[config.mk]
export PLATFORM = sky130hd
export DESIGN_NAME = lc_top
export DESIGN_NICKNAME = d
export VERILOG_FILES = /design/src/hw/lc_pkg.sv /design/src/hw/lc_gls_bank.sv /design/src/hw/lc_func.sv /design/src/hw/lc_top.sv
export SDC_FILE = /design/constraint.sdc
export NUM_CORES = 1
export LEC_CHECK = 0
export BUFFER_PORTS_ARGS = -buffer_cell sky130_fd_sc_hd__buf_2
export CORE_MARGIN = 8
export CORE_UTILIZATION = 35
export CTS_CLUSTER_DIAMETER = 50
export CTS_CLUSTER_SIZE = 25
export DETAILED_ROUTE_END_ITERATION = 12
export PLACE_DENSITY_LB_ADDON = 0.1
export RECOVER_POWER = 100
export SETUP_SLACK_MARGIN = 0.05
export SLEW_MARGIN = 20
export SYNTH_ARGS = -nofsm -noshare
export SYNTH_HDL_FRONTEND = slang
export SYNTH_SLANG_ARGS = --single-unit
[constraint.sdc]
create_clock -name ref_clk_i -period 4.3 [get_ports ref_clk_i]
set_input_delay 0.43 -clock ref_clk_i [delete_from_list [all_inputs] [get_ports ref_clk_i]]
set_output_delay 0.43 -clock ref_clk_i [all_outputs]
set_load 0.02 [all_outputs]
[src/hw/lc_pkg.sv]
// package: constants, modes and bus carriers for the logic cell block
package lc_pkg;

	localparam int LC_CELLS = 4;
	localparam int LC_SRCS = 32;
	localparam int LC_LINES = 4;
	localparam int LC_GATES = 4;
	localparam int LC_SEL_W = 5;
	localparam int LC_GLS_W = 8;
	localparam int LC_GRP_W = 8;

	// byte offsets, per-cell registers repeat every stride
	localparam logic [7:0] LC_CELL_STRIDE = 8'h20;
	localparam logic [4:0] LC_OFF_CON = 5'h00;
	localparam logic [4:0] LC_OFF_SEL = 5'h04;
	localparam logic [4:0] LC_OFF_GLS0 = 5'h08;
	localparam logic [4:0] LC_OFF_GLS1 = 5'h0C;
	localparam logic [4:0] LC_OFF_GLS2 = 5'h10;
	localparam logic [4:0] LC_OFF_GLS3 = 5'h14;
	localparam logic [7:0] LC_OFF_SWBITS = 8'h80;
	localparam logic [7:0] LC_OFF_STATUS = 8'h84;

	// control register fields
	localparam int LC_CON_EN = 0;
	localparam int LC_CON_MODE = 1;
	localparam int LC_CON_POL = 4;
	localparam int LC_CON_GPOL = 5;
	localparam int LC_CON_PINEN = 9;
	localparam int LC_CON_OUT = 10;
	localparam int LC_CON_W = 10;

	// reset values
	localparam logic [9:0] LC_CON_RST = 10'h000;
	localparam logic [19:0] LC_SEL_RST = 20'h00000;
	localparam logic [7:0] LC_SW_RST = 8'h00;
	localparam logic [7:0] LC_GLS_POR = 8'h00;

	localparam logic [1:0] LC_RESP_OKAY = 2'h0;
	localparam logic [1:0] LC_RESP_SLVERR = 2'h2;

	typedef enum logic [2:0] {
		LC_M_AND_OR,
		LC_M_OR_XOR,
		LC_M_AND4,
		LC_M_SR,
		LC_M_DFF_SR,
		LC_M_JK_R,
		LC_M_DLATCH_SR,
		LC_M_DFF_R
	} lc_mode_type;

	typedef struct packed {
		logic awvalid;
		logic [7:0] awaddr;
		logic wvalid;
		logic [31:0] wdata;
		logic [3:0] wstrb;
		logic bready;
		logic arvalid;
		logic [7:0] araddr;
		logic rready;
	} lc_axi_req_type;

	typedef struct packed {
		logic awready;
		logic wready;
		logic bvalid;
		logic [1:0] bresp;
		logic arready;
		logic rvalid;
		logic [31:0] rdata;
		logic [1:0] rresp;
	} lc_axi_rsp_type;

endpackage

[src/hw/lc_gls_bank.sv]
// gate-select storage for all cells, cleared only by power-on reset
`timescale 1ns/1ps
module lc_gls_bank import lc_pkg::*; (
	input wire logic ref_clk_i,
	input wire logic por_n_i,
	input wire logic ce_i,
	input wire logic wr_i,
	input wire logic [1:0] cell_i,
	input wire logic [1:0] gate_i,
	input wire logic [7:0] data_i,
	output logic [LC_CELLS*LC_GATES*LC_GLS_W-1:0] gls_o
);

	typedef struct packed {
		logic [LC_CELLS*LC_GATES*LC_GLS_W-1:0] gls;
	} lc_gls_state_type;

	lc_gls_state_type st_r;
	lc_gls_state_type st_nxt;

	// one byte per gate, cell-major order
	always_comb begin
		st_nxt = st_r;
		if (wr_i) begin
			st_nxt.gls[{cell_i, gate_i, 3'b000} +: LC_GLS_W] = data_i;
		end
	end

	// system resets leave these bits alone; only power-on clears them
	always_ff @(posedge ref_clk_i or negedge por_n_i) begin
		if (!por_n_i) begin
			st_r <= '{gls: {LC_CELLS*LC_GATES{LC_GLS_POR}}};
		end else if (ce_i) begin
			st_r <= st_nxt;
		end
	end

	assign gls_o = st_r.gls;

endmodule

[src/hw/lc_func.sv]
// one cell's input gates and its selectable logic function, no state
`timescale 1ns/1ps
module lc_func import lc_pkg::*; (
	input wire logic [LC_LINES-1:0] lines_i,
	input wire logic [LC_GATES*LC_GLS_W-1:0] gls_i,
	input wire logic [LC_GATES-1:0] gpol_i,
	input wire lc_mode_type mode_i,
	input wire logic q_i,
	input wire logic g1_prev_i,
	output logic g1_o,
	output logic res_o,
	output logic q_nxt_o
);

	logic [LC_GATES-1:0] g;
	logic rise;

	// each gate ORs the enabled true/inverted terms, then optional invert
	for (genvar k = 0; k < LC_GATES; k++) begin : gen_gate
		logic [LC_GLS_W-1:0] terms;
		assign terms = {lines_i[3], ~lines_i[3], lines_i[2], ~lines_i[2],
			lines_i[1], ~lines_i[1], lines_i[0], ~lines_i[0]};
		assign g[k] = (|(gls_i[k*LC_GLS_W +: LC_GLS_W] & terms)) ^ gpol_i[k];
	end

	assign g1_o = g[0];
	// storage clocks are sampled, so a gate pulse shorter than a cycle is lost
	assign rise = g[0] & ~g1_prev_i;

	always_comb begin
		res_o = 1'b0;
		q_nxt_o = q_i;
		case (mode_i)
			LC_M_AND_OR: res_o = (g[0] & g[1]) | (g[2] & g[3]);
			LC_M_OR_XOR: res_o = (g[0] | g[1]) ^ (g[2] | g[3]);
			LC_M_AND4: res_o = &g;
			LC_M_SR: begin
				// set wins when both are asserted
				if (g[0] | g[1]) begin
					q_nxt_o = 1'b1;
				end else if (g[2] | g[3]) begin
					q_nxt_o = 1'b0;
				end
				res_o = q_nxt_o;
			end
			LC_M_DFF_SR: begin
				if (g[3]) begin
					q_nxt_o = 1'b1;
				end else if (g[2]) begin
					q_nxt_o = 1'b0;
				end else if (rise) begin
					q_nxt_o = g[1];
				end
				res_o = q_nxt_o;
			end
			LC_M_JK_R: begin
				if (g[2]) begin
					q_nxt_o = 1'b0;
				end else if (rise) begin
					case ({g[1], g[3]})
						2'b10: q_nxt_o = 1'b1;
						2'b01: q_nxt_o = 1'b0;
						2'b11: q_nxt_o = ~q_i;
						default: q_nxt_o = q_i;
					endcase
				end
				res_o = q_nxt_o;
			end
			LC_M_DLATCH_SR: begin
				if (g[3]) begin
					q_nxt_o = 1'b1;
				end else if (g[2]) begin
					q_nxt_o = 1'b0;
				end else if (g[0]) begin
					q_nxt_o = g[1];
				end
				res_o = q_nxt_o;
			end
			LC_M_DFF_R: begin
				if (g[2] | g[3]) begin
					q_nxt_o = 1'b0;
				end else if (rise) begin
					q_nxt_o = g[1];
				end
				res_o = q_nxt_o;
			end
			default: res_o = 1'b0;
		endcase
	end

endmodule

[src/hw/lc_top.sv]
// four logic cells with source selection and an AXI4-Lite register slave
//
// Notes on behaviour
// - each cell picks four lines out of 32 sources and gates them down
// - eight functions; combinational ones are AND-OR, OR-XOR, AND, with output invert
// - storage functions: S-R, clocked D set/reset, clocked D reset, transparent D, J-K with reset
// - sources are pins, internal clocks, peripheral signals and software bits
// - cell result goes to peripherals and to a pin output
// - four identical cells, each with its own control and gate registers
`timescale 1ns/1ps
module lc_top import lc_pkg::*; (
	input wire logic ref_clk_i,
	input wire logic reset_n_i,
	input wire logic por_n_i,
	input wire logic ce_i,
	input wire logic [LC_GRP_W-1:0] pin_i,
	input wire logic [LC_GRP_W-1:0] int_clk_i,
	input wire logic [LC_GRP_W-1:0] periph_i,
	input wire lc_axi_req_type axi_req_i,
	output lc_axi_rsp_type axi_rsp_o,
	output logic [LC_CELLS-1:0] cell_out_o,
	output logic [LC_CELLS-1:0] cell_pin_o
);

	typedef struct packed {
		logic [LC_GRP_W-1:0] pin_s1;
		logic [LC_GRP_W-1:0] pin_s2;
		logic [LC_GRP_W-1:0] clk_s1;
		logic [LC_GRP_W-1:0] clk_s2;
		logic [LC_CELLS-1:0][LC_CON_W-1:0] con;
		logic [LC_CELLS-1:0][LC_LINES*LC_SEL_W-1:0] sel;
		logic [LC_GRP_W-1:0] sw;
		logic [LC_CELLS-1:0] q;
		logic [LC_CELLS-1:0] g1_prev;
		logic [LC_CELLS-1:0] out;
		logic [LC_CELLS-1:0] pin_out;
		logic aw_have;
		logic [7:0] aw_addr;
		logic w_have;
		logic [31:0] wdata;
		logic [3:0] wstrb;
		lc_axi_rsp_type rsp;
	} lc_state_type;

	localparam lc_axi_rsp_type LC_RSP_RST = '{
		awready: 1'b1,
		wready: 1'b1,
		bvalid: 1'b0,
		bresp: LC_RESP_OKAY,
		arready: 1'b1,
		rvalid: 1'b0,
		rdata: 32'h00000000,
		rresp: LC_RESP_OKAY
	};

	localparam lc_state_type LC_ST_RST = '{
		pin_s1: LC_SW_RST,
		pin_s2: LC_SW_RST,
		clk_s1: LC_SW_RST,
		clk_s2: LC_SW_RST,
		con: {LC_CELLS{LC_CON_RST}},
		sel: {LC_CELLS{LC_SEL_RST}},
		sw: LC_SW_RST,
		q: 4'h0,
		g1_prev: 4'h0,
		out: 4'h0,
		pin_out: 4'h0,
		aw_have: 1'b0,
		aw_addr: 8'h00,
		w_have: 1'b0,
		wdata: 32'h00000000,
		wstrb: 4'h0,
		rsp: LC_RSP_RST
	};

	lc_state_type st_r;
	lc_state_type st_nxt;

	logic [LC_SRCS-1:0] src;
	logic [LC_CELLS*LC_GATES*LC_GLS_W-1:0] gls;
	logic [LC_CELLS-1:0] g1;
	logic [LC_CELLS-1:0] res;
	logic [LC_CELLS-1:0] q_nxt;
	logic gls_wr;
	logic [1:0] gls_cell;
	logic [1:0] gls_gate;
	logic [7:0] gls_data;

	// byte-lane merge of a write onto the old register contents
	function automatic logic [31:0] lc_merge(input logic [31:0] old_v,
		input logic [31:0] new_v, input logic [3:0] strb);
		logic [31:0] r;
		r = old_v;
		for (int b = 0; b < 4; b++) begin
			if (strb[b]) begin
				r[b*8 +: 8] = new_v[b*8 +: 8];
			end
		end
		return r;
	endfunction

	// source vector: only synchronised copies of pins and clocks are used
	assign src = {st_r.sw, periph_i, st_r.clk_s2, st_r.pin_s2};

	// one identical cell per index
	for (genvar c = 0; c < LC_CELLS; c++) begin : gen_cell
		logic [LC_LINES-1:0] lines;
		for (genvar l = 0; l < LC_LINES; l++) begin : gen_line
			assign lines[l] = src[st_r.sel[c][l*LC_SEL_W +: LC_SEL_W]];
		end
		lc_func u_func (
			.lines_i(lines),
			.gls_i(gls[c*LC_GATES*LC_GLS_W +: LC_GATES*LC_GLS_W]),
			.gpol_i(st_r.con[c][LC_CON_GPOL +: LC_GATES]),
			.mode_i(lc_mode_type'(st_r.con[c][LC_CON_MODE +: 3])),
			.q_i(st_r.q[c]),
			.g1_prev_i(st_r.g1_prev[c]),
			.g1_o(g1[c]),
			.res_o(res[c]),
			.q_nxt_o(q_nxt[c])
		);
	end

	lc_gls_bank u_gls (
		.ref_clk_i(ref_clk_i),
		.por_n_i(por_n_i),
		.ce_i(ce_i),
		.wr_i(gls_wr),
		.cell_i(gls_cell),
		.gate_i(gls_gate),
		.data_i(gls_data),
		.gls_o(gls)
	);

	// next-state: synchronisers, bus slave, cell storage and outputs
	always_comb begin
		logic [1:0] cw;
		logic [1:0] cr;
		logic [31:0] m;
		st_nxt = st_r;
		gls_wr = 1'b0;
		gls_cell = 2'h0;
		gls_gate = 2'h0;
		gls_data = 8'h00;
		cw = st_r.aw_addr[6:5];
		cr = axi_req_i.araddr[6:5];
		m = 32'h00000000;

		// pins and foreign clocks pass two flops before use
		st_nxt.pin_s1 = pin_i;
		st_nxt.pin_s2 = st_r.pin_s1;
		st_nxt.clk_s1 = int_clk_i;
		st_nxt.clk_s2 = st_r.clk_s1;

		// write channel: address and data are caught in either order
		if (st_r.rsp.bvalid && axi_req_i.bready) begin
			st_nxt.rsp.bvalid = 1'b0;
		end
		if (axi_req_i.awvalid && st_r.rsp.awready) begin
			st_nxt.aw_have = 1'b1;
			st_nxt.aw_addr = axi_req_i.awaddr;
			cw = axi_req_i.awaddr[6:5];
		end
		if (axi_req_i.wvalid && st_r.rsp.wready) begin
			st_nxt.w_have = 1'b1;
			st_nxt.wdata = axi_req_i.wdata;
			st_nxt.wstrb = axi_req_i.wstrb;
		end
		if (st_nxt.aw_have && st_nxt.w_have) begin
			st_nxt.aw_have = 1'b0;
			st_nxt.w_have = 1'b0;
			st_nxt.rsp.bvalid = 1'b1;
			st_nxt.rsp.bresp = LC_RESP_OKAY;
			if (st_nxt.aw_addr == LC_OFF_SWBITS) begin
				m = lc_merge({24'h000000, st_r.sw}, st_nxt.wdata, st_nxt.wstrb);
				st_nxt.sw = m[7:0];
			end else if (st_nxt.aw_addr == LC_OFF_STATUS) begin
				// read-only: the write is dropped but still acknowledged
				st_nxt.rsp.bresp = LC_RESP_OKAY;
			end else if (st_nxt.aw_addr[7]) begin
				st_nxt.rsp.bresp = LC_RESP_SLVERR;
			end else begin
				case (st_nxt.aw_addr[4:0])
					LC_OFF_CON: begin
						m = lc_merge({22'h0, st_r.con[cw]}, st_nxt.wdata, st_nxt.wstrb);
						st_nxt.con[cw] = m[LC_CON_W-1:0];
					end
					LC_OFF_SEL: begin
						m = lc_merge({12'h000, st_r.sel[cw]}, st_nxt.wdata, st_nxt.wstrb);
						st_nxt.sel[cw] = m[19:0];
					end
					LC_OFF_GLS0, LC_OFF_GLS1, LC_OFF_GLS2, LC_OFF_GLS3: begin
						// only the low byte lane carries gate bits
						gls_wr = st_nxt.wstrb[0];
						gls_cell = cw;
						gls_gate = 2'(st_nxt.aw_addr[4:2] - 3'h2);
						gls_data = st_nxt.wdata[7:0];
					end
					default: st_nxt.rsp.bresp = LC_RESP_SLVERR;
				endcase
			end
		end
		st_nxt.rsp.awready = !st_nxt.aw_have && !st_nxt.rsp.bvalid;
		st_nxt.rsp.wready = !st_nxt.w_have && !st_nxt.rsp.bvalid;

		// read channel: one read at a time, answered one cycle after capture
		if (st_r.rsp.rvalid && axi_req_i.rready) begin
			st_nxt.rsp.rvalid = 1'b0;
		end
		if (axi_req_i.arvalid && st_r.rsp.arready) begin
			st_nxt.rsp.rvalid = 1'b1;
			st_nxt.rsp.rresp = LC_RESP_OKAY;
			st_nxt.rsp.rdata = 32'h00000000;
			if (axi_req_i.araddr == LC_OFF_SWBITS) begin
				st_nxt.rsp.rdata[7:0] = st_r.sw;
			end else if (axi_req_i.araddr == LC_OFF_STATUS) begin
				st_nxt.rsp.rdata[LC_CELLS-1:0] = st_r.out;
			end else if (axi_req_i.araddr[7]) begin
				st_nxt.rsp.rresp = LC_RESP_SLVERR;
			end else begin
				case (axi_req_i.araddr[4:0])
					LC_OFF_CON: begin
						st_nxt.rsp.rdata[LC_CON_W-1:0] = st_r.con[cr];
						st_nxt.rsp.rdata[LC_CON_OUT] = st_r.out[cr];
					end
					LC_OFF_SEL: st_nxt.rsp.rdata[19:0] = st_r.sel[cr];
					LC_OFF_GLS0, LC_OFF_GLS1, LC_OFF_GLS2, LC_OFF_GLS3: begin
						st_nxt.rsp.rdata[7:0] =
							gls[{cr, 2'(axi_req_i.araddr[4:2] - 3'h2), 3'b000} +: 8];
					end
					default: st_nxt.rsp.rresp = LC_RESP_SLVERR;
				endcase
			end
		end
		st_nxt.rsp.arready = !st_nxt.rsp.rvalid;

		// cells: a disabled cell holds its storage and drives zero
		for (int c = 0; c < LC_CELLS; c++) begin
			st_nxt.g1_prev[c] = g1[c];
			if (st_r.con[c][LC_CON_EN]) begin
				st_nxt.q[c] = q_nxt[c];
				st_nxt.out[c] = res[c] ^ st_r.con[c][LC_CON_POL];
			end else begin
				st_nxt.out[c] = 1'b0;
			end
			st_nxt.pin_out[c] = st_nxt.out[c] & st_r.con[c][LC_CON_PINEN];
		end
	end

	// all state frozen while the clock enable is low
	always_ff @(posedge ref_clk_i or negedge reset_n_i) begin
		if (!reset_n_i) begin
			st_r <= LC_ST_RST;
		end else if (ce_i) begin
			st_r <= st_nxt;
		end
	end

	assign axi_rsp_o = st_r.rsp;
	assign cell_out_o = st_r.out;
	assign cell_pin_o = st_r.pin_out;

endmodule

==> impl_metrics.toml <==
[global_routing]
antenna_found_initial = 2
grt_pass1_wl_um = 145300
grt_usage_pct = 23.80
grt.overflow.total = 0
first_global_vias = 21310
grt_max_degree = 105

[sta]
finalCritPeriodShare_pct = 95.69
finClkSkew_ns = 0.01861
layout_min_cycle_time_ns = 4.115
slew_headroom_pct = -126.0
rsz0062_at_grt = "true"
tightest_slew_ns = 3.391
max_clock_freq_mhz = 243.0
finalMaxSlewViolations = 218
setup_viol = 0
finalHoldViolations = 0

[cts]
cts_tree = "done"
clk_pin_slew_ns = 0.06
cts-root-buf = "clkbuf_16"
cts_made_buffers = 53
htree_levels = 2
clock_sinks = 364
insertion_delay_ns = 0.61
cts_buffer_depth = 3

[floorplanning]
dieHeight_um = 283.2
core-area_sq_mm = 0.07112
start_util_pct = 35.15
die_w_um = 283.2
die-area_sq_mm = 0.08022
rows = 98
io_pins = 134

[run_status]
status = "finished, violations left"
violations = "max-capacitance violations, max-slew violations"

[synth]
synth_top_area_share_pct = 36.14
yosysTopAreaCell = "dfrtp_1"
synth_xor_area_share_pct = 0.4155
yosys.cell_types.count = 88
synth_area_leaders = "dfrtp_1 36%, mux2i_1 13%, mux4_2 9.0%, mux2_2 6.3%, nand2_1 4.3%"
synth_compound_area_share_pct = 13.67
synthMuxAreaShare_pct = 29.52
avgSynthCellArea_sq_um = 9.967
synth_area_sq_mm = 0.02500
synth-simple-area-share_pct = 13.60
synth-seq-area-share_pct = 36.46
synth.yosys.warnings = 0
synth_seq_cells = 364
synth_edf_count = 0
ys.flop_type = "dfrtp_1"
synth_top_family_by_area = "multiplexers"
synthCells = 2508
async_flop_share_pct = 100.0
synthAdderAreaFrac_pct = 0.3504

[critical_path]
path_cells = "buf_4 -> mux2i_1 -> a22oi_1 -> nand3_1 -> nand2_1 -> a311oi_4 -> clkbuf_2 -> mux2i_2 -> nand4_1 -> buf_4 -> xor2_4 -> buf_4 -> a211oi_1 -> o32ai_1 -> o311a_1 -> or2_0 -> a221o_1"
crit_type = "flip-flop to flip-flop"
reg2reg_from = "src[14]$_DFFE_PN0P_"
r2r_slack_ns = 0.19
cp.arrival_ns = 4.61
max_stage_delay_ns = 0.49
r2r-end = "cell_out_o[0]$_DFFE_PN0P_"
critPathCaptureType = "flip-flop"
critPathMostFrequentCell = "buf_4"
r2r_cells = 17
cp-start-kind = "flip-flop"
worst-path-max-fanout = 8
cp_slowest_cell = "dfrtp_1"
cp.required_ns = 4.79

[pwr]
leakage_nw = 11.59
ir_drop_mv = 0.2773
p_per_area_mw_per_mm2 = 380.9
power.total_w = 0.01106

[routing]
antenna_left = 0
drcViolationCount = 0
wl_per_cell_um = 27.06
drt_iter0_drc = 1920
drt_wl_total_um = 98810
via_per_inst = 5.786
firstDrtPassIters = 7
dr_total_vias = 21120

[finish]
final_nets = 2745
area_growth_pct = 16.15
drive_gt1_share_pct = 24.27
final_area_sq_mm = 0.02903

[placed_design]
dpl_cell_area_sq_mm = 0.02727
portBuffers = 106
hpwlAfterDp_um = 73810
gp_congestion = 0.9526

[min_path]
hp-start = "int_clk_i[3]"
holdPathEnd = "st_nxt[234]$_DFFE_PN0P_"
hold_class = "input port to flip-flop"
hold_depth = 2

[flow_run]
timing.max_cap.violations = 4
Yosys cell counts, types with 64 or more instances:
cell      instances
dfrtp_1         361
mux2i_1         333
nand2_1         284
o21ai_0         204
mux2_2          140
a21oi_1         128
nor2_1          103
mux4_2          100
clkbuf_1         97
nand3_1          82
a22oi_1          71
buf_4            64
kinds of logic (layout without fill, tap and decap cells):
family / after synthesis / count (layout)
AOI/OAI and AO/OA: 539 / 539
xor gates and xnor gates: 11 / 11
adders and majority gates: 8 / 8
buffers and inverters: 289 / 467
DFF: 364 / 364
muxes: 591 / 591
other: 1 / 16
and+or+nand+nor: 705 / 705
state kept, by name (all words and copies together), names as in the netlist:
name,count
st_r,161
u_gls.gls_o,128
axi_rsp_o,27
src,24
st_nxt,16
cell_out_o,4
cell_pin_o,4
metrics by stage:
stage | setup slack (ns) | setup TNS [ns] | hold WS, ns | std cells | util, %
2_1_floorplan | 0.4666 | 0 | 0.1344 | 2521 | -
3_3_place_gp | -0.1085 | -0.1943 | 0.4683 | 3547 | 38.35
3_5_place_dp | -0.1577 | -0.2864 | 0.4699 | 3547 | 38.35
4_1_cts | 0.03168 | 0 | 0.007981 | 3646 | 40.85
5_1_grt | 0.01743 | 0 | 0.02757 | 3649 | 40.82
6_report | 0.1853 | 0 | 0.03873 | 3651 | 40.82
area by class of cell:
type	instances	area, sq um
fill	7023	42090
clock inverter	31	314.1
clock buffer	66	1435
multi-input combinational	1868	14590
sequential	364	9133
timing repair buffer	316	2165
antenna	2	5.005
inverter	54	202.7
tap	950	1189
layer usage:
metal	up-vias	track usage, %	part of all wire, %
met2	736	38.67	47
met5	-	0	0
met3	183	3.914	6.0
met4	0	9.335	4.2
met1	10700	31.57	43
li1	9507	-	-
how the worst max path moves through the flow:
| stage | startpoint | to | slack (ns) | cells past startpoint |
|---|---|---|---|---|
| after floorplan | axi_rsp_o[40]$_DFFE_PN1P_ | u_gls.gls_o[104]$_DFFE_PN0P_ | 0.47 | 18 |
| final | src[14]$_DFFE_PN0P_ | cell_out_o[0]$_DFFE_PN0P_ | 0.19 | 17 |
| after detailed placement | st_r[187]$_DFFE_PN0P_ | cell_pin_o[3]$_DFFE_PN0P_ | -0.16 | 15 |
| after global routing | st_r[187]$_DFFE_PN0P_ | cell_pin_o[3]$_DFFE_PN0P_ | 0.02 | 17 |
| after global placement | st_r[187]$_DFFE_PN0P_ | cell_pin_o[3]$_DFFE_PN0P_ | -0.11 | 15 |
| after CTS | st_r[187]$_DFFE_PN0P_ | cell_pin_o[3]$_DFFE_PN0P_ | 0.03 | 16 |
where the power goes:
part / switching [W] / internal, W / leakage, nW
Sequential: 0.000271 / 0.00366 / 4.83
Combinational: 0.00177 / 0.000987 / 5.93
Clock: 0.00183 / 0.00254 / 0.836
repair_timing:
action                                  CTS  global route
buffers inserted                          0             3
pin swaps                                 1             2
gates cloned                              0             0
hold buffers                              2             0
gates resized for setup                   2            30
endpoints found under the hold margin   157             0
endpoints found under the setup margin    3             9
critical path, delay by kind of cell (launching register included):
| family | cells | cell delay, ns |
|---|---|---|
| simple gates | 4 | 0.56 |
| buf+inv | 4 | 0.88 |
| compound gates | 6 | 1.46 |
| xor+xnor | 1 | 0.17 |
| mux | 2 | 0.43 |
| flops | 1 | 0.49 |
layout by cell type, fill, tap and decap left out, types with 7 or more instances in the layout:
master / n
buf_4: 160
nand3_1: 82
and3_1: 22
buf_12: 15
mux2_1: 19
or2_2: 8
mux4_2: 100
nand4b_1: 8
nor2b_1: 36
dfrtp_1: 347
nor3_1: 21
clkinvlp_4: 9
a211oi_1: 22
clkbuf_2: 17
clkbuf_16: 53
conb_1: 14
a21oi_1: 128
o21ai_0: 206
nand2b_1: 31
a22o_1: 13
dfrtp_2: 13
inv_1: 54
and2_1: 40
a31oi_1: 8
mux2i_1: 327
inv_6: 9
mux2_2: 138
nand4_1: 22
or3_1: 13
buf_2: 68
nor2_1: 102
clkbuf_1: 58
nand2_1: 284
a22oi_1: 70
a41o_1: 7
o2bb2ai_1: 7
Power figures use the tool's default switching activity.
